`config.mk`:
```
export PLATFORM = sky130hd
export DESIGN_NAME = stie_core
export DESIGN_NICKNAME = d
export VERILOG_FILES = /design/src/rtl/stie_pkg.sv /design/src/rtl/stie_core.sv
export SDC_FILE = /design/constraint.sdc
export NUM_CORES = 1
export LEC_CHECK = 0
export ABC_AREA = 0
export CORE_ASPECT_RATIO = 1.25
export CORE_MARGIN = 1.5
export CORE_UTILIZATION = 50
export DETAILED_ROUTE_END_ITERATION = 8
export DONT_BUFFER_PORTS = 1
export PLACE_DENSITY = 0.64
export SLEW_MARGIN = 20
export SYNTH_ARGS = -nofsm -noshare
export SYNTH_HDL_FRONTEND = slang
export SYNTH_SLANG_ARGS = --single-unit
export TNS_END_PERCENT = 20
```
`constraint.sdc`:
```
create_clock -name clk_i -period 3.2 [get_ports clk_i]
set_input_delay 0.16 -clock clk_i [delete_from_list [all_inputs] [get_ports clk_i]]
set_output_delay 0.16 -clock clk_i [all_outputs]
set_load 0.02 [all_outputs]
```
`src/rtl/stie_pkg.sv`:
```
// Package with register map, field layouts and timing constants of the transfer interrupt block
package stie_pkg;

    // ****************************************************************
    // Register map (plain port, 4-bit address, 8-bit data)
    // ****************************************************************
    localparam logic [3:0] STIE_ADDR_ACC0 = 4'h0; // Access registers 0..3 at 0x0..0x3
    localparam logic [3:0] STIE_ADDR_SEL0 = 4'h4; // Slot/port select 0..3 at 0x4..0x7
    localparam logic [3:0] STIE_ADDR_CTL1 = 4'h8; // Channel control, pair 1
    localparam logic [3:0] STIE_ADDR_CTL2 = 4'h9; // Channel control, pair 2
    localparam logic [3:0] STIE_ADDR_ACK = 4'hA; // Transfer acknowledge, write only
    localparam logic [3:0] STIE_ADDR_MSK = 4'hB; // Interrupt enable / mask
    localparam logic [3:0] STIE_ADDR_STS = 4'hC; // Sticky status, cleared by read

    // ****************************************************************
    // Reset values
    // ****************************************************************
    localparam logic [7:0] STIE_RST_ACC = 8'hFF;
    localparam logic [7:0] STIE_RST_SEL = 8'h00;
    localparam logic [7:0] STIE_RST_CTL = 8'h00;
    localparam logic [7:0] STIE_RST_MSK = 8'h00;

    // ****************************************************************
    // Field positions
    // ****************************************************************
    localparam int STIE_MSK_XFER_LSB = 0; // Bits 3:0 transfer interrupts
    localparam int STIE_MSK_OVF_LSB = 4; // Bits 7:4 overflow interrupts

    // Slot/port select register layout
    typedef struct packed {
        logic port_select_bit; // 0: output on downstream, input from upstream
        logic [2:0] rsvd;
        logic [3:0] slot_select_field;
    } stie_sel_t;

    // Channel control register layout
    typedef struct packed {
        logic [2:0] rsvd;
        logic echo_monitor_enable;
        logic out_en_odd;
        logic in_en_odd;
        logic out_en_even;
        logic in_en_even;
    } stie_ctl_t;

    // ****************************************************************
    // Frame timing
    // ****************************************************************
    localparam int STIE_NUM_REG = 4;
    localparam int STIE_SLOTS = 12;
    localparam int STIE_BITS_PER_SLOT = 8;
    localparam logic [7:0] STIE_FRAME_BITS = 8'h60; // 96 bit clocks per frame
    localparam logic [3:0] STIE_ECHO_SLOT = 4'hB; // Slot 11
    localparam logic [7:0] STIE_DLY_PS0 = 8'h02; // Bit clocks after slot, port bit 0
    localparam logic [7:0] STIE_DLY_PS1 = 8'h01; // Bit clocks after slot, port bit 1
    localparam int STIE_DCL_PER_BCL = 2; // Double-rate clock periods per bit clock

endpackage

```
`src/rtl/stie_core.sv`:
```
// Transfer interrupt, overflow interrupt and echo-slot monitor for four access registers
`timescale 1ns/1ns

// Function
// - Echo monitor enable makes the even register capture slot 11.
// - Echo slot and odd register slot 3 may be watched together.
// - Four transfer and four overflow interrupts, one pair per access register.
// - Transfer fires two bit clocks after slot for port bit 0, one for 1.
// - Event timing counts bit clocks of two double-rate clock periods each.
// - Own overflow only while own transfer enabled and unacknowledged.
// - Own transfer masked: overflow for any other enabled unacknowledged transfer.
// - No transfer enabled means no interrupt at all.
// - Overflow suppressed when all stimulating transfers are acknowledged.
// - Transfer interrupt needs the register input enabled.
// - Overflow interrupt needs the register output enabled.
// - Masked-own overflow fires once per unacknowledged enabled transfer, maybe several.
// - Slot select field picks one of twelve slots, zero to eleven.
// - Port select bit routes output to upstream or downstream line.
module stie_core
    import stie_pkg::*;
(
    input wire logic clk_i, // 10 MHz system clock
    input wire logic rst_n_i, // Asynchronous reset, active low
    input wire logic [3:0] addr_i, // Register address
    input wire logic [7:0] wdata_i, // Write data
    input wire logic wr_i, // Write strobe
    input wire logic rd_i, // Read strobe
    output logic [7:0] rdata_o, // Read data, cycle after strobe
    input wire logic double_rate_clock_i, // Frame bus data clock pin
    input wire logic frame_sync_i, // Frame sync pin, high at frame start
    input wire logic upstream_line_i, // Upstream line level
    input wire logic downstream_line_i, // Downstream line level
    output logic upstream_line_o, // Upstream line drive value
    output logic upstream_line_oe_o, // Upstream line driven
    output logic downstream_line_o, // Downstream line drive value
    output logic downstream_line_oe_o, // Downstream line driven
    output logic irq_o // Level interrupt
);

    // ****************************************************************
    // Pin synchronisers
    // ****************************************************************
    logic [3:0] pin_s1_q;
    logic [3:0] pin_s2_q;
    logic dcl_d3_q;
    // Two stages for every pin, plus a third on the data clock whose output also feeds the edge detect
    always_ff @(posedge clk_i or negedge rst_n_i) begin
        if (!rst_n_i) begin
            pin_s1_q <= 4'h0;
            pin_s2_q <= 4'h0;
            dcl_d3_q <= 1'b0;
        end else begin
            pin_s1_q <= {downstream_line_i, upstream_line_i, frame_sync_i, double_rate_clock_i};
            pin_s2_q <= pin_s1_q;
            dcl_d3_q <= pin_s2_q[0];
        end
    end

    logic dcl_rise;
    logic fsc_s;
    logic up_s;
    logic dn_s;
    assign dcl_rise = pin_s2_q[0] & ~dcl_d3_q;
    assign fsc_s = pin_s2_q[1];
    assign up_s = pin_s2_q[2];
    assign dn_s = pin_s2_q[3];
    // ****************************************************************
    // Bit clock and frame position
    // ****************************************************************
    logic dcl_half_q;
    logic [7:0] bit_cnt_q;
    logic bit_tick;
    logic [7:0] bit_cnt_d;
    // A bit clock is every second rising double-rate clock edge
    assign bit_tick = dcl_rise & dcl_half_q;
    always_comb begin
        if (fsc_s) begin
            bit_cnt_d = 8'h00;
        end else if (bit_cnt_q == STIE_FRAME_BITS - 8'h01) begin
            bit_cnt_d = 8'h00;
        end else begin
            bit_cnt_d = bit_cnt_q + 8'h01;
        end
    end
    // Frame sync resynchronises the position so a glitch costs at most one frame
    always_ff @(posedge clk_i or negedge rst_n_i) begin
        if (!rst_n_i) begin
            dcl_half_q <= 1'b0;
            bit_cnt_q <= 8'h00;
        end else begin
            if (dcl_rise) begin
                dcl_half_q <= ~dcl_half_q;
            end
            if (bit_tick) begin
                bit_cnt_q <= bit_cnt_d;
            end
        end
    end

    logic [3:0] cur_slot;
    logic [2:0] cur_bit;
    assign cur_slot = bit_cnt_q[6:3];
    assign cur_bit = bit_cnt_q[2:0];
    // ****************************************************************
    // Software registers
    // ****************************************************************
    logic [7:0] acc_q [STIE_NUM_REG];
    stie_sel_t sel_q [STIE_NUM_REG];
    stie_ctl_t ctl_q [2];
    logic [7:0] msk_q;
    logic [7:0] sts_q;
    logic [3:0] pend_q;
    logic [7:0] up_sh_q;
    logic [7:0] dn_sh_q;
    logic [7:0] up_byte;
    logic [7:0] dn_byte;
    assign up_byte = {up_sh_q[6:0], up_s};
    assign dn_byte = {dn_sh_q[6:0], dn_s};
    // Serial shifters, one bit per bit clock, most significant bit first
    always_ff @(posedge clk_i or negedge rst_n_i) begin
        if (!rst_n_i) begin
            up_sh_q <= 8'h00;
            dn_sh_q <= 8'h00;
        end else if (bit_tick) begin
            up_sh_q <= up_byte;
            dn_sh_q <= dn_byte;
        end
    end

    // ****************************************************************
    // Per-register decode
    // ****************************************************************
    logic [3:0] in_en;
    logic [3:0] out_en;
    logic [3:0] cap_hit;
    logic [3:0] xfer_hit;
    logic [3:0] dl_hit;
    logic [3:0] drv_hit;
    logic [7:0] cap_byte [STIE_NUM_REG];
    genvar gi;
    generate
        for (gi = 0; gi < STIE_NUM_REG; gi++) begin : g_reg
            logic [7:0] slot_pos;
            logic [7:0] dly;
            logic [7:0] xfer_pos;
            logic [7:0] dl_pos;
            logic [3:0] cap_slot;
            logic echo;
            logic slot_ok;
            // Even registers of a pair may be redirected to the echo slot
            if (gi % 2 == 0) begin : g_even
                assign echo = ctl_q[gi / 2].echo_monitor_enable;
                assign in_en[gi] = ctl_q[gi / 2].in_en_even;
                assign out_en[gi] = ctl_q[gi / 2].out_en_even;
            end else begin : g_odd
                assign echo = 1'b0;
                assign in_en[gi] = ctl_q[gi / 2].in_en_odd;
                assign out_en[gi] = ctl_q[gi / 2].out_en_odd;
            end
            // Slot values 12..15 have no frame position; the wrapped sums below must not fire
            assign slot_ok = sel_q[gi].slot_select_field < 4'(STIE_SLOTS);
            assign slot_pos = {1'b0, sel_q[gi].slot_select_field, 3'b000};
            assign dly = sel_q[gi].port_select_bit ? STIE_DLY_PS1 : STIE_DLY_PS0;
            // Transfer point: end of slot plus the port dependent delay
            assign xfer_pos = (slot_pos + 8'h07 + dly) % STIE_FRAME_BITS;
            // Acknowledge deadline: the same delay before the slot starts
            assign dl_pos = (slot_pos + STIE_FRAME_BITS - dly) % STIE_FRAME_BITS;
            assign cap_slot = echo ? STIE_ECHO_SLOT : sel_q[gi].slot_select_field;
            // Input comes from the line opposite to the output line
            assign cap_byte[gi] = sel_q[gi].port_select_bit ? dn_byte : up_byte;
            assign cap_hit[gi] = bit_tick & in_en[gi] & (cur_slot == cap_slot) & (cur_bit == 3'h7);
            assign xfer_hit[gi] = bit_tick & slot_ok & (bit_cnt_q == xfer_pos);
            assign dl_hit[gi] = bit_tick & slot_ok & (bit_cnt_q == dl_pos);
            assign drv_hit[gi] = out_en[gi] & (cur_slot == sel_q[gi].slot_select_field);
        end
    endgenerate

    // ****************************************************************
    // Register writes and captures
    // ****************************************************************
    logic acc_wr;
    assign acc_wr = wr_i & (addr_i[3:2] == STIE_ADDR_ACC0[3:2]);
    // Capture wins over a software write in the same cycle; data is newer
    always_ff @(posedge clk_i or negedge rst_n_i) begin
        if (!rst_n_i) begin
            for (int i = 0; i < STIE_NUM_REG; i++) begin
                acc_q[i] <= STIE_RST_ACC;
            end
        end else begin
            for (int i = 0; i < STIE_NUM_REG; i++) begin
                if (cap_hit[i]) begin
                    acc_q[i] <= cap_byte[i];
                end else if (acc_wr && addr_i[1:0] == 2'(i)) begin
                    acc_q[i] <= wdata_i;
                end
            end
        end
    end

    // Configuration registers
    always_ff @(posedge clk_i or negedge rst_n_i) begin
        if (!rst_n_i) begin
            for (int i = 0; i < STIE_NUM_REG; i++) begin
                sel_q[i] <= STIE_RST_SEL;
            end
            ctl_q[0] <= STIE_RST_CTL;
            ctl_q[1] <= STIE_RST_CTL;
            msk_q <= STIE_RST_MSK;
        end else if (wr_i) begin
            if (addr_i[3:2] == STIE_ADDR_SEL0[3:2]) begin
                sel_q[addr_i[1:0]] <= wdata_i;
            end
            if (addr_i == STIE_ADDR_CTL1) begin
                ctl_q[0] <= wdata_i;
            end
            if (addr_i == STIE_ADDR_CTL2) begin
                ctl_q[1] <= wdata_i;
            end
            if (addr_i == STIE_ADDR_MSK) begin
                msk_q <= wdata_i;
            end
        end
    end

    // ****************************************************************
    // Transfer and overflow events
    // ****************************************************************
    logic [3:0] xfer_en;
    logic [3:0] ovf_en;
    logic [3:0] xfer_ev;
    logic [3:0] ovf_ev;
    logic [3:0] ack_set;
    assign xfer_en = msk_q[STIE_MSK_XFER_LSB +: 4];
    assign ovf_en = msk_q[STIE_MSK_OVF_LSB +: 4];
    assign ack_set = (wr_i && addr_i == STIE_ADDR_ACK) ? wdata_i[3:0] : 4'h0;
    // Transfer needs its enable and the register input enabled
    assign xfer_ev = xfer_hit & xfer_en & in_en;
    // Each unacknowledged stimulating transfer at its deadline is one overflow event
    always_comb begin
        ovf_ev = 4'h0;
        for (int j = 0; j < STIE_NUM_REG; j++) begin
            for (int i = 0; i < STIE_NUM_REG; i++) begin
                if (dl_hit[i] && pend_q[i] && xfer_en[i] && (i == j || !xfer_en[j])) begin
                    ovf_ev[j] = ovf_en[j] & out_en[j];
                end
            end
        end
    end
    // Pending transfers; a new transfer in the acknowledge cycle stays pending
    always_ff @(posedge clk_i or negedge rst_n_i) begin
        if (!rst_n_i) begin
            pend_q <= 4'h0;
        end else begin
            pend_q <= (pend_q & ~ack_set) | xfer_ev;
        end
    end

    // ****************************************************************
    // Status, interrupt and read port
    // ****************************************************************
    logic sts_rd;
    logic [7:0] sts_d;
    assign sts_rd = rd_i & (addr_i == STIE_ADDR_STS);
    // Read clears, but events in the same cycle survive the clear
    assign sts_d = (sts_rd ? 8'h00 : sts_q) | {ovf_ev, xfer_ev};
    always_ff @(posedge clk_i or negedge rst_n_i) begin
        if (!rst_n_i) begin
            sts_q <= 8'h00;
            irq_o <= 1'b0;
        end else begin
            sts_q <= sts_d;
            irq_o <= |(sts_d & msk_q);
        end
    end
    // Read data stands only in the cycle after the strobe
    always_ff @(posedge clk_i or negedge rst_n_i) begin
        if (!rst_n_i) begin
            rdata_o <= 8'h00;
        end else if (rd_i) begin
            case (addr_i)
                4'h0, 4'h1, 4'h2, 4'h3: rdata_o <= acc_q[addr_i[1:0]];
                4'h4, 4'h5, 4'h6, 4'h7: rdata_o <= sel_q[addr_i[1:0]];
                STIE_ADDR_CTL1: rdata_o <= ctl_q[0];
                STIE_ADDR_CTL2: rdata_o <= ctl_q[1];
                STIE_ADDR_MSK: rdata_o <= msk_q;
                STIE_ADDR_STS: rdata_o <= sts_q;
                default: rdata_o <= 8'h00; // Acknowledge and unmapped read zero
            endcase
        end else begin
            rdata_o <= 8'h00;
        end
    end

    // ****************************************************************
    // Line drivers
    // ****************************************************************
    logic up_drv;
    logic dn_drv;
    logic up_val;
    logic dn_val;
    // Only one register may own a slot on a line; the lowest index wins on a clash
    always_comb begin
        up_drv = 1'b0;
        dn_drv = 1'b0;
        up_val = 1'b0;
        dn_val = 1'b0;
        for (int i = STIE_NUM_REG - 1; i >= 0; i--) begin
            if (drv_hit[i] && sel_q[i].port_select_bit) begin
                up_drv = 1'b1;
                up_val = acc_q[i][3'h7 - cur_bit];
            end
            if (drv_hit[i] && !sel_q[i].port_select_bit) begin
                dn_drv = 1'b1;
                dn_val = acc_q[i][3'h7 - cur_bit];
            end
        end
    end

    always_ff @(posedge clk_i or negedge rst_n_i) begin
        if (!rst_n_i) begin
            upstream_line_o <= 1'b0;
            upstream_line_oe_o <= 1'b0;
            downstream_line_o <= 1'b0;
            downstream_line_oe_o <= 1'b0;
        end else begin
            upstream_line_o <= up_val;
            upstream_line_oe_o <= up_drv;
            downstream_line_o <= dn_val;
            downstream_line_oe_o <= dn_drv;
        end
    end

endmodule // stie_core

```
==> results of run 1 <==
-- metal layers --
| layer | track usage [%] | up-vias | routed length [um] | share of wire (%) |
|---|---|---|---|---|
| met1 | 33.8 | 3330 | 9540 | 40 |
| met4 | 12.8 | 0 | 786 | 3.3 |
| li1 | - | 2991 | - | - |
| met2 | 46.9 | 281 | 12200 | 51 |
| met5 | 0 | - | 0 | 0 |
| met3 | 5.65 | 62 | 1490 | 6.2 |
-- final timing paths --
check,from,end,slack [ns],depth (start not counted)
min in group clk_i,wdata_i[6],acc_q[30],0.03,3
hold / removal,rst_n_i,g_reg[0].slot_pos[5],-0.58,0
max in group asynchronous,rst_n_i,acc_q[31],3.49,0
hold reg to reg,pin_s1_q[0],pin_s2_q[0],0.35,0
setup reg to reg,g_reg[0].slot_pos[4],irq_o,0.25,11
setup / recovery,g_reg[0].slot_pos[4],irq_o,0.25,11
-- kinds of logic (layout without fill, tap and decap cells) --
logic type / after synthesis / in the layout / synth area share [%]
simple gates: 216 / 216 / 11.8
mux: 161 / 161 / 23.0
compound gates: 157 / 157 / 11.9
flops: 145 / 145 / 41.7
buf+inv: 74 / 77 / 3.57
xor+xnor: 50 / 50 / 4.98
fa+ha+maj: 19 / 19 / 3.04
-- layout by cell type, fill, tap and decap left out, types with 4 or more instances in the layout --
master	synthesis	routed
a211oi_1	14	14
mux2_2	91	91
xnor2_1	29	29
a31oi_1	5	5
buf_4	0	14
nand2b_1	8	8
o21ai_0	23	23
dfstp_2	32	32
nand2_1	60	60
dfrtp_1	113	112
fa_1	4	4
nor3_1	7	7
or3_1	5	5
inv_1	17	17
dlygate4sd3_1	0	12
ha_1	15	15
nor4_1	6	6
mux4_2	24	24
nand3_1	25	25
nor2_1	65	65
o31ai_1	7	7
nand4_1	5	5
a21oi_1	60	60
nor2b_1	11	11
a221oi_1	18	18
mux2i_1	46	46
and3_1	6	6
clkbuf_16	0	17
inv_6	0	4
a22oi_1	5	5
xor2_1	21	21
-- what timing repair did --
| action | 4_1_cts | 5_1_grt |
|---|---|---|
| resized for setup | 0 | 1 |
| endpoints found under the hold margin | 217 | 145 |
| endpoints found under the setup margin | 0 | 1 |
-- metrics by stage --
step | util [%] | setup WS, ns | cells
after global placement | 51.5 | 0.327 | 1005
after global routing | 55.8 | 0.0407 | 1049
after detailed placement | 51.5 | 0.169 | 1005
after CTS | 55.7 | 0.167 | 1049
final | 55.8 | 0.246 | 1049
after floorplan | - | 0.492 | 822
-- critical path, delay by kind of cell (launching register included) --
family | cells | cell delay (ns)
flip-flops | 1 | 0.47
AO/OA/AOI/OAI | 4 | 0.72
adder cells (fa/ha/maj) | 2 | 0.73
buffers and inverters | 1 | 0.11
XOR/XNOR | 1 | 0.21
AND/OR/NAND/NOR | 3 | 0.62
-- sequential cells by signal, indices dropped and copies added, names as in the netlist, 2 cells and up --
name,count
pin_s1_q,4
up_sh_q,7
g.slot_pos,8
pin_s2_q,4
g.cap_slot,8
msk_q,8
acc_q,32
sel_q,16
sts_q,8
bit_cnt_q,8
g.echo,2
ctl_q,14
rdata_o,8
pend_q,4
dn_sh_q,7
-- cell type report --
class / count / area share (%)
multi-input combinational: 603 / 49.7
sequential: 145 / 37.9
clock buffer: 19 / 4.58
tap: 224 / 2.90
timing repair buffer: 26 / 2.33
clock inverter: 13 / 1.81
inverter: 19 / 0.737
-- report_power, final --
part           total (mW)  leakage (nW)  internal (mW)  switching, mW
registers            2.96          1.75           2.31          0.652
clock network        2.10         0.301           1.26          0.832
logic                2.13          2.02           1.13          0.994
==> reports/metrics.yaml, run 1 <==
worst_setup_path:
  worstPathRequired_ns: 3.55
  cp_max_fo: 7
  cp.arrival_ns: 3.30
  cp-start-kind: "flip-flop"
  critPathKind: "flip-flop to flip-flop"
  worstSetupEndpointType: "flip-flop"
  cpPeakStageDelay_ns: 0.50
  crit_chain: "inv_1 > ha_1 > fa_1 > xor2_1 > nand4_1 > o31ai_1 > or3_1 > a211o_1 > nand4_2 > a22oi_2 > o2111ai_2"
  crit_slowest_cell: "fa_1"
cts:
  clk_path_buf_depth: 2
  cts_htree_levels: 4
  insertion_delay_ns: 0.43
  root_buffer: "clkbuf_16"
  cts_tree: "built"
  cts_buffers: 17
  cts_setup_buffers: 0
  clk_pin_slew_ns: 0.07
  hold_buffers: 12
  numClockSinks: 145
sta:
  setup_tns_ns: 0
  min_period_over_period_pct: 92.3
  fmax_mhz: 338
  setup_viol: 0
  maxSlewHeadroom_pct: 31.1
  worst_pin_slew_ns: 1.03
  fin_crit_ns: 2.95
  finalHoldViolCount: 145
  fin_worst_skew_ns: 0.0106
  maxSlewViolCount: 0
  fin_hold_ws_ns: -0.578
  rsz0062_at_grt: "false"
status:
  outcome: "complete, but fails checks"
  failed_checks: "negative hold slack"
pwr:
  finalPower_mw: 7.19
  ir_worst_vdd_uv: 433
  power.density_mw_per_mm2: 742
  power.static_leakage_nw: 4.07
cells_and_area:
  design_area_mm2: 0.00968
  syn2layout_area_growth_pct: 10.0
  seq_area_mm2: 0.00367
  multi_input_comb_area_mm2: 0.00482
  nets: 851
  antenna_cells: 0
  fillCellCount: 1433
  layout-drive-gt1-share_pct: 24.8
synth:
  synthTopCellsByCount: "dfrtp_1 (113), mux2_2 (91), nor2_1 (65), a21oi_1 (60), nand2_1 (60)"
  synth_area_leaders: "dfrtp_1 (32%), mux2_2 (12%), dfstp_2 (9.6%)"
  ys_ff_latch: 145
  synth_edf_count: 0
  avgSynthCellArea_um2: 10.7
  yosysTopAreaCellShare_pct: 32.1
  yosysTopAreaCell: "dfrtp_1"
  yosysMostFrequentCell: "dfrtp_1"
  synthCells: 822
  syn-num-nets: 861
  yosysSeqAreaShare_pct: 41.7
  ys_warn_count: 0
  synth_cell_types: 63
  synth-main-ff-cell: "dfrtp_1"
  async_flop_share_pct: 100
  syn_area_mm2: 0.00880
placement:
  placed_cell_area_mm2: 0.00894
  place.gp.congestion: 0.928
  portBuffers: 0
  hpwl_mm: 16.4
worst_hold_path:
  hp-class: "input port to asynchronous set/reset pin"
route:
  num_vias: 6664
  drt_iter0_markers: 549
  detail_route.wl_per_cell_um: 22.9
  routed_wl_mm: 24.0
  drt_first_pass_iters: 8
  drc_errors: 0
  final_antenna_net_count: 0
  routed_via_density: 6.35
floorplanning:
  fp.dieW_um: 122
  rows: 54
  start_util_pct: 50.7
  io-pin-count: 33
  die_h_um: 151
  core_mm2: 0.0174
  dieArea_mm2: 0.0184
global_route:
  first_global_vias: 6714
  antenna_found_initial: 0
  grt_max_degree: 146
  grt_overflow: 0
  grtUsageTotal_pct: 27.7
  grt_pass1_wl_mm: 37.8
flow_run:
  drv_cap: 0
(Power assumes the default switching activity.)
==> run 2: changes to the inputs <==
--- a/config.mk
+++ b/config.mk
@@ -6,12 +6,13 @@
 export NUM_CORES = 1
 export LEC_CHECK = 0
 export ABC_AREA = 0
-export CORE_ASPECT_RATIO = 1.25
 export CORE_MARGIN = 1.5
 export CORE_UTILIZATION = 50
 export DETAILED_ROUTE_END_ITERATION = 8
 export DONT_BUFFER_PORTS = 1
 export PLACE_DENSITY = 0.64
+export RECOVER_POWER = 25
+export SKIP_CTS_REPAIR_TIMING = 1
 export SLEW_MARGIN = 20
 export SYNTH_ARGS = -nofsm -noshare
 export SYNTH_HDL_FRONTEND = slang
==> run 2 against run 1 <==
- the run still ends with negative hold slack left
- sequential power is 2% lower
- global-route usage is 0.83 points lower
- clock power is 3% higher
- die area hardly changed
- via count is 0.33% higher
- cell count is 0.48% higher
- total power is 1.2% higher
- cell area is 0.48% higher
- clock-buffer cell count is 1 lower
==> reports/metrics.yaml, run 2 (synthesized netlist as in run 1, its figures left out) <==
status:
  outcome: "complete, but fails checks"
  failed_checks: "negative hold slack"
global_route:
  use_met3_pct: 4.53
  use_met2_pct: 42.0
  top_usage_layer: "met2"
  grt_pass1_wl_mm: 37.3
  antenna_found_initial: 0
  grt_overflow: 0
  first_global_vias: 6724
  grtUsageTotal_pct: 26.8
  use_met1_pct: 36.4
  grt_max_degree: 146
cells_and_area:
  nets: 855
  fillCellCount: 1455
  syn2layout_area_growth_pct: 10.6
  largest_register_ffs: 32
  final_common_cell: "dfrtp_1"
  multi_input_comb_area_mm2: 0.00482
  layout-drive-gt1-share_pct: 25.2
  largest_register: "acc_q"
  seq_area_mm2: 0.00367
  reg_top3: "acc_q: 32 flops, sel_q: 16 flops, ctl_q: 14 flops"
  final_cell_mix: "dfrtp_1 (113), mux2_2 (91), nor2_1 (65)"
  utilization_pct: 56.4
  antenna_cells: 0
  fin_cells: 1054
sta:
  fin_crit_ns: 3.01
  worst_pin_slew_ns: 0.945
  maxSlewViolCount: 0
  fmax_mhz: 332
  fin_hold_ws_ns: -0.579
  setup_tns_ns: 0
  rsz0062_at_grt: "false"
  finalHoldViolCount: 145
  setup_viol: 0
  fin_worst_skew_ns: 0.00886
  maxSlewHeadroom_pct: 36.8
  min_period_over_period_pct: 94.1
route:
  drt_first_pass_iters: 5
  drt_iter0_markers: 670
  routed_via_density: 6.34
  detail_route.wl_per_cell_um: 22.6
  final_antenna_net_count: 0
  routed_wl_mm: 23.8
  drc_errors: 0
  num_vias: 6686
cts:
  cts_buffers: 17
  cts_tree: "built"
  root_buffer: "clkbuf_16"
  numClockSinks: 145
  clk_path_buf_depth: 2
  insertion_delay_ns: 0.43
  clk_pin_slew_ns: 0.07
  cts_htree_levels: 4
worst_setup_path:
  reg2reg_to: "irq_o"
  crit_slowest_cell: "fa_1"
  critPathTopFamily: "adder cells"
  cp.arrival_ns: 3.35
  cp_max_fo: 7
  cp-start-kind: "flip-flop"
  cpPeakStageDelay_ns: 0.52
  r2r_start: "g_reg[0].slot_pos[4]"
  worstPathRequired_ns: 3.54
  critPathKind: "flip-flop to flip-flop"
  crit_chain: "inv_1 > ha_1 > fa_1 > xor2_1 > nand4_1 > o31ai_1 > or3_1 > a211o_1 > nand4_2 > a22oi_2 > o2111ai_2"
  r2r_slack_ns: 0.19
  r2r_cells: 11
  worstSetupEndpointType: "flip-flop"
  crit_buf_inv: 1
floorplanning:
  core_mm2: 0.0172
  io-pin-count: 33
  start_util_pct: 51.0
  die_h_um: 136
  rows: 48
  fp.dieW_um: 136
  dieArea_mm2: 0.0184
pwr:
  power.density_mw_per_mm2: 748
  power.static_leakage_nw: 4.11
  finalPower_mw: 7.27
  ir_worst_vdd_uv: 449
placement:
  hpwl_mm: 16.4
  post-place-cells: 1010
  place.gp.congestion: 0.908
  portBuffers: 0
flow_run:
  drv_cap: 0
worst_hold_path:
  hp-class: "input port to asynchronous set/reset pin"
run 2: cell type report:
type / count / area share [%]
clock buffers: 18 / 4.52
repair buffers: 30 / 2.62
flip-flops and latches: 145 / 37.7
well taps: 225 / 2.89
multi-input cells: 603 / 49.5
clock inverters: 14 / 2.01
inverters: 19 / 0.733
run 2: worst max path at each step:
stage                                    start  endpoint  cells after the start
final                     g_reg[0].slot_pos[4]     irq_o                     11
after global routing      g_reg[0].slot_pos[4]     irq_o                     11
after CTS                 g_reg[0].slot_pos[4]     irq_o                     11
after detailed placement  g_reg[0].slot_pos[4]     irq_o                     11
after global placement    g_reg[0].slot_pos[4]     irq_o                     11
after floorplan           g_reg[0].slot_pos[4]     irq_o                     11
run 2: routing by layer:
layer,share of wire [%],routed length [um]
met4,3.8,903
met5,0,0
met2,46,11000
met3,6.7,1610
met1,43,10300
run 2: report_power, final:
group | internal (mW) | switching, mW | total [mW]
Sequential | 2.31 | 0.600 | 2.91
Clock | 1.28 | 0.881 | 2.16
Combinational | 1.15 | 1.06 | 2.21
run 2: per-stage QoR:
step / hold slack [ns] / instance area, um2 / setup WS, ns
CTS: -0.586 / 9610 / 0.217
detailed placement: -0.130 / 8970 / 0.231
global route: -0.587 / 9730 / 0.0271
global placement: -0.130 / 8970 / 0.346
floorplan: -0.136 / 8800 / 0.492
finish: -0.579 / 9730 / 0.190
run 2: worst register-to-register path: stages, from the launching register on:
cell and delay (ns):
dfrtp_1 0.50, inv_1 0.11, ha_1 0.25, fa_1 0.52
xor2_1 0.21, nand4_1 0.10, o31ai_1 0.08, or3_1 0.36
a211o_1 0.36, nand4_2 0.17, a22oi_2 0.09, o2111ai_2 0.18
==> run 3: changes to the inputs <==
--- a/config.mk
+++ b/config.mk
@@ -5,7 +5,7 @@
 export SDC_FILE = /design/constraint.sdc
 export NUM_CORES = 1
 export LEC_CHECK = 0
-export ABC_AREA = 0
+export ABC_AREA = 1
 export CORE_MARGIN = 1.5
 export CORE_UTILIZATION = 50
 export DETAILED_ROUTE_END_ITERATION = 8
==> run 3 against run 2 <==
- the run still ends with negative hold slack left
- area after synthesis fell by 1.5%
- sequential cell count did not move
- first-iteration DRC count increased by 18%
- routed wire length grew 13%
- largest power group unchanged
==> reports/metrics.yaml, run 3 <==
synth:
  synth_cell_types: 55
  synthCells: 1115
  synth_area_leaders: "dfrtp_1 (33%), nand2_1 (13%), dfstp_2 (9.7%)"
  synth_top_family_by_area: "simple AND/OR/NAND/NOR gates"
  ys_warn_count: 0
  yosysTopAreaCell: "dfrtp_1"
  yosysSeqAreaShare_pct: 42.3
  yosysTopAreaCellShare_pct: 32.6
  synth.mux.area_fraction_pct: 1.39
  syn-num-nets: 1154
  synth-main-ff-cell: "dfrtp_1"
  synth-simple-area-share_pct: 25.0
  async_flop_share_pct: 100
  synth_xor_area_share_pct: 2.92
  synth_edf_count: 0
  avgSynthCellArea_um2: 7.77
  ys_ff_latch: 145
  synthAdderAreaFrac_pct: 3.09
  synthTopCellsByCount: "nand2_1 (300), dfrtp_1 (113), inv_1 (109), o21ai_0 (107), nor2_1 (72)"
  synth-compound-area-share_pct: 17.3
  yosysMostFrequentCell: "nand2_1"
  syn_area_mm2: 0.00867
flow_run:
  drv_cap: 0
cts:
  cts_buffers: 17
  numClockSinks: 145
  clk_path_buf_depth: 2
  cts_tree: "built"
  clk_pin_slew_ns: 0.07
  root_buffer: "clkbuf_16"
  insertion_delay_ns: 0.44
  cts_htree_levels: 4
floorplanning:
  dieArea_mm2: 0.0181
  core_mm2: 0.0168
  start_util_pct: 51.7
  fp.dieW_um: 135
  rows: 47
  die_h_um: 135
  io-pin-count: 33
placement:
  hpwl_mm: 19.1
  portBuffers: 0
  post-place-cells: 1312
  place.gp.congestion: 0.958
sta:
  fin_crit_ns: 2.75
  rsz0062_at_grt: "false"
  fmax_mhz: 364
  worst_pin_slew_ns: 0.799
  setup_tns_ns: 0
  setup_viol: 0
  maxSlewHeadroom_pct: 46.5
  finalHoldViolCount: 149
  min_period_over_period_pct: 85.9
  fin_hold_ws_ns: -0.587
  fin_worst_skew_ns: 0.0127
  maxSlewViolCount: 0
route:
  routed_wl_mm: 27.0
  routed_via_density: 5.82
  drc_errors: 0
  num_vias: 7901
  drt_first_pass_iters: 8
  detail_route.wl_per_cell_um: 19.9
  drt_iter0_markers: 788
  final_antenna_net_count: 0
global_route:
  first_global_vias: 7643
  grtUsageTotal_pct: 31.4
  grt_overflow: 0
  grt_pass1_wl_mm: 43.1
  antenna_found_initial: 1
  grt_max_degree: 146
status:
  outcome: "complete, but fails checks"
  failed_checks: "negative hold slack"
worst_setup_path:
  reg2reg_to: "irq_o"
  crit_start: "g_reg[2].slot_pos[4]"
  r2r_cells: 20
  worstSetupEndpointType: "flip-flop"
  worstPathRequired_ns: 3.53
  r2r_slack_ns: 0.45
  crit_path_frequent_cell: "nand2_1"
  cp-start-kind: "flip-flop"
  crit_slowest_cell: "fa_1"
  crit_path_end: "irq_o"
  cp.arrival_ns: 3.08
  cpPeakStageDelay_ns: 0.43
  crit_chain: "inv_1 > ha_1 > inv_1 > fa_1 > inv_1 > nand2_1 > nand2_1 > nand3_2 > a21oi_1 > nor2_1 > nand2_1 > nand2_1 > nor2_2 > nand2_2 > nand2_1 > nand2_2 > nand2_1 > nand2_1 > inv_1 > nand3_2"
  critPathKind: "flip-flop to flip-flop"
  r2r_start: "g_reg[2].slot_pos[4]"
  cp_max_fo: 5
cells_and_area:
  final_common_cell: "nand2_1"
  layout-drive-gt1-share_pct: 11.6
  largest_register: "acc_q"
  largest_register_ffs: 32
  fin_cells: 1358
  nets: 1163
  final_cell_mix: "nand2_1 (300), dfrtp_1 (113), inv_1 (109)"
  reg_top3: "acc_q: 32 flops, sel_q: 16 flops, ctl_q: 14 flops"
  syn2layout_area_growth_pct: 10.6
pwr:
  ir_worst_vdd_uv: 429
  power.static_leakage_nw: 4.39
  power.density_mw_per_mm2: 707
worst_hold_path:
  hp-class: "input port to asynchronous set/reset pin"
## run 3: cell count changes after synthesis, moves of 14 or more
cell,before,now
nand3_1,25,71
a21oi_1,60,45
mux2_2,91,0
o221ai_1,0,34
mux4_2,24,0
o21ai_0,23,107
o22ai_1,1,15
nand2_1,60,300
xnor2_1,29,10
inv_1,17,109
mux2i_1,46,12
clkbuf_1,31,16
## run 3: how the worst min path moves through the flow
stage	start	endpoint	slack (ns)	depth (start not counted)
CTS	rst_n_i	pin_s1_q[2]	-0.60	0
floorplan	rst_n_i	bit_cnt_q[0]	-0.14	0
global route	rst_n_i	pin_s2_q[3]	-0.61	0
global placement	rst_n_i	pin_s1_q[2]	-0.13	0
detailed placement	rst_n_i	pin_s1_q[2]	-0.13	0
finish	rst_n_i	pin_s1_q[2]	-0.59	0
## run 3: layout make-up
type,count,area (um2)
Tap cell,220,275
Antenna cell,1,2.50
Sequential cell,145,3670
Fill cell,1565,7170
Clock inverter,14,141
Clock buffer,18,439
Inverter,123,462
Timing Repair Buffer,35,295
Multi-Input combinational cell,802,4310
## run 3: report_power, final
part	total (mW)	leakage [nW]	switching (mW)	internal, mW
clock	1.98	0.281	0.926	1.05
sequential	2.77	1.76	0.468	2.30
combinational	2.03	2.35	1.28	0.756
total	6.78	4.39	2.67	4.11
## run 3: critical path, delay by kind of cell (launching register included)
| kind | cells | cell delay, ns |
|---|---|---|
| fa+ha+maj | 2 | 0.63 |
| flops | 1 | 0.41 |
| simple gates | 13 | 1.00 |
| buf+inv | 4 | 0.39 |
| compound gates | 1 | 0.20 |
## run 3: layer usage
metal,GRT usage [%],part of all wire (%),routed length [um],vias to the layer above
met2,48.9,45,12200,356
met3,7.88,8.6,2310,66
li1,-,-,-,3765
met4,11.4,2.9,774,0
met5,0,0,0,-
met1,42.5,43,11700,3714
## run 3: cells by family (layout without fill, tap and decap cells)
group / after synthesis / in the layout
simple gates: 496 / 496
compound gates: 247 / 247
buf+inv: 168 / 190
flops: 145 / 145
xor+xnor: 28 / 28
fa+ha+maj: 19 / 19
mux: 12 / 12
other cells: 0 / 1
## run 3: per-stage QoR
| step | hold slack, ns | area [um2] | setup slack [ns] | total power [mW] | utilization [%] |
|---|---|---|---|---|---|
| floorplan | -0.136 | 8670 | 0.794 | 4.22 | - |
| global placement | -0.133 | 8880 | 0.624 | 4.71 | 53.0 |
| CTS | -0.595 | 9460 | 0.480 | 6.72 | 56.4 |
| detailed placement | -0.133 | 8880 | 0.508 | 4.74 | 53.0 |
| global route | -0.607 | 9590 | 0.162 | 7.22 | 57.2 |
| finish | -0.587 | 9590 | 0.451 | 6.78 | 57.2 |
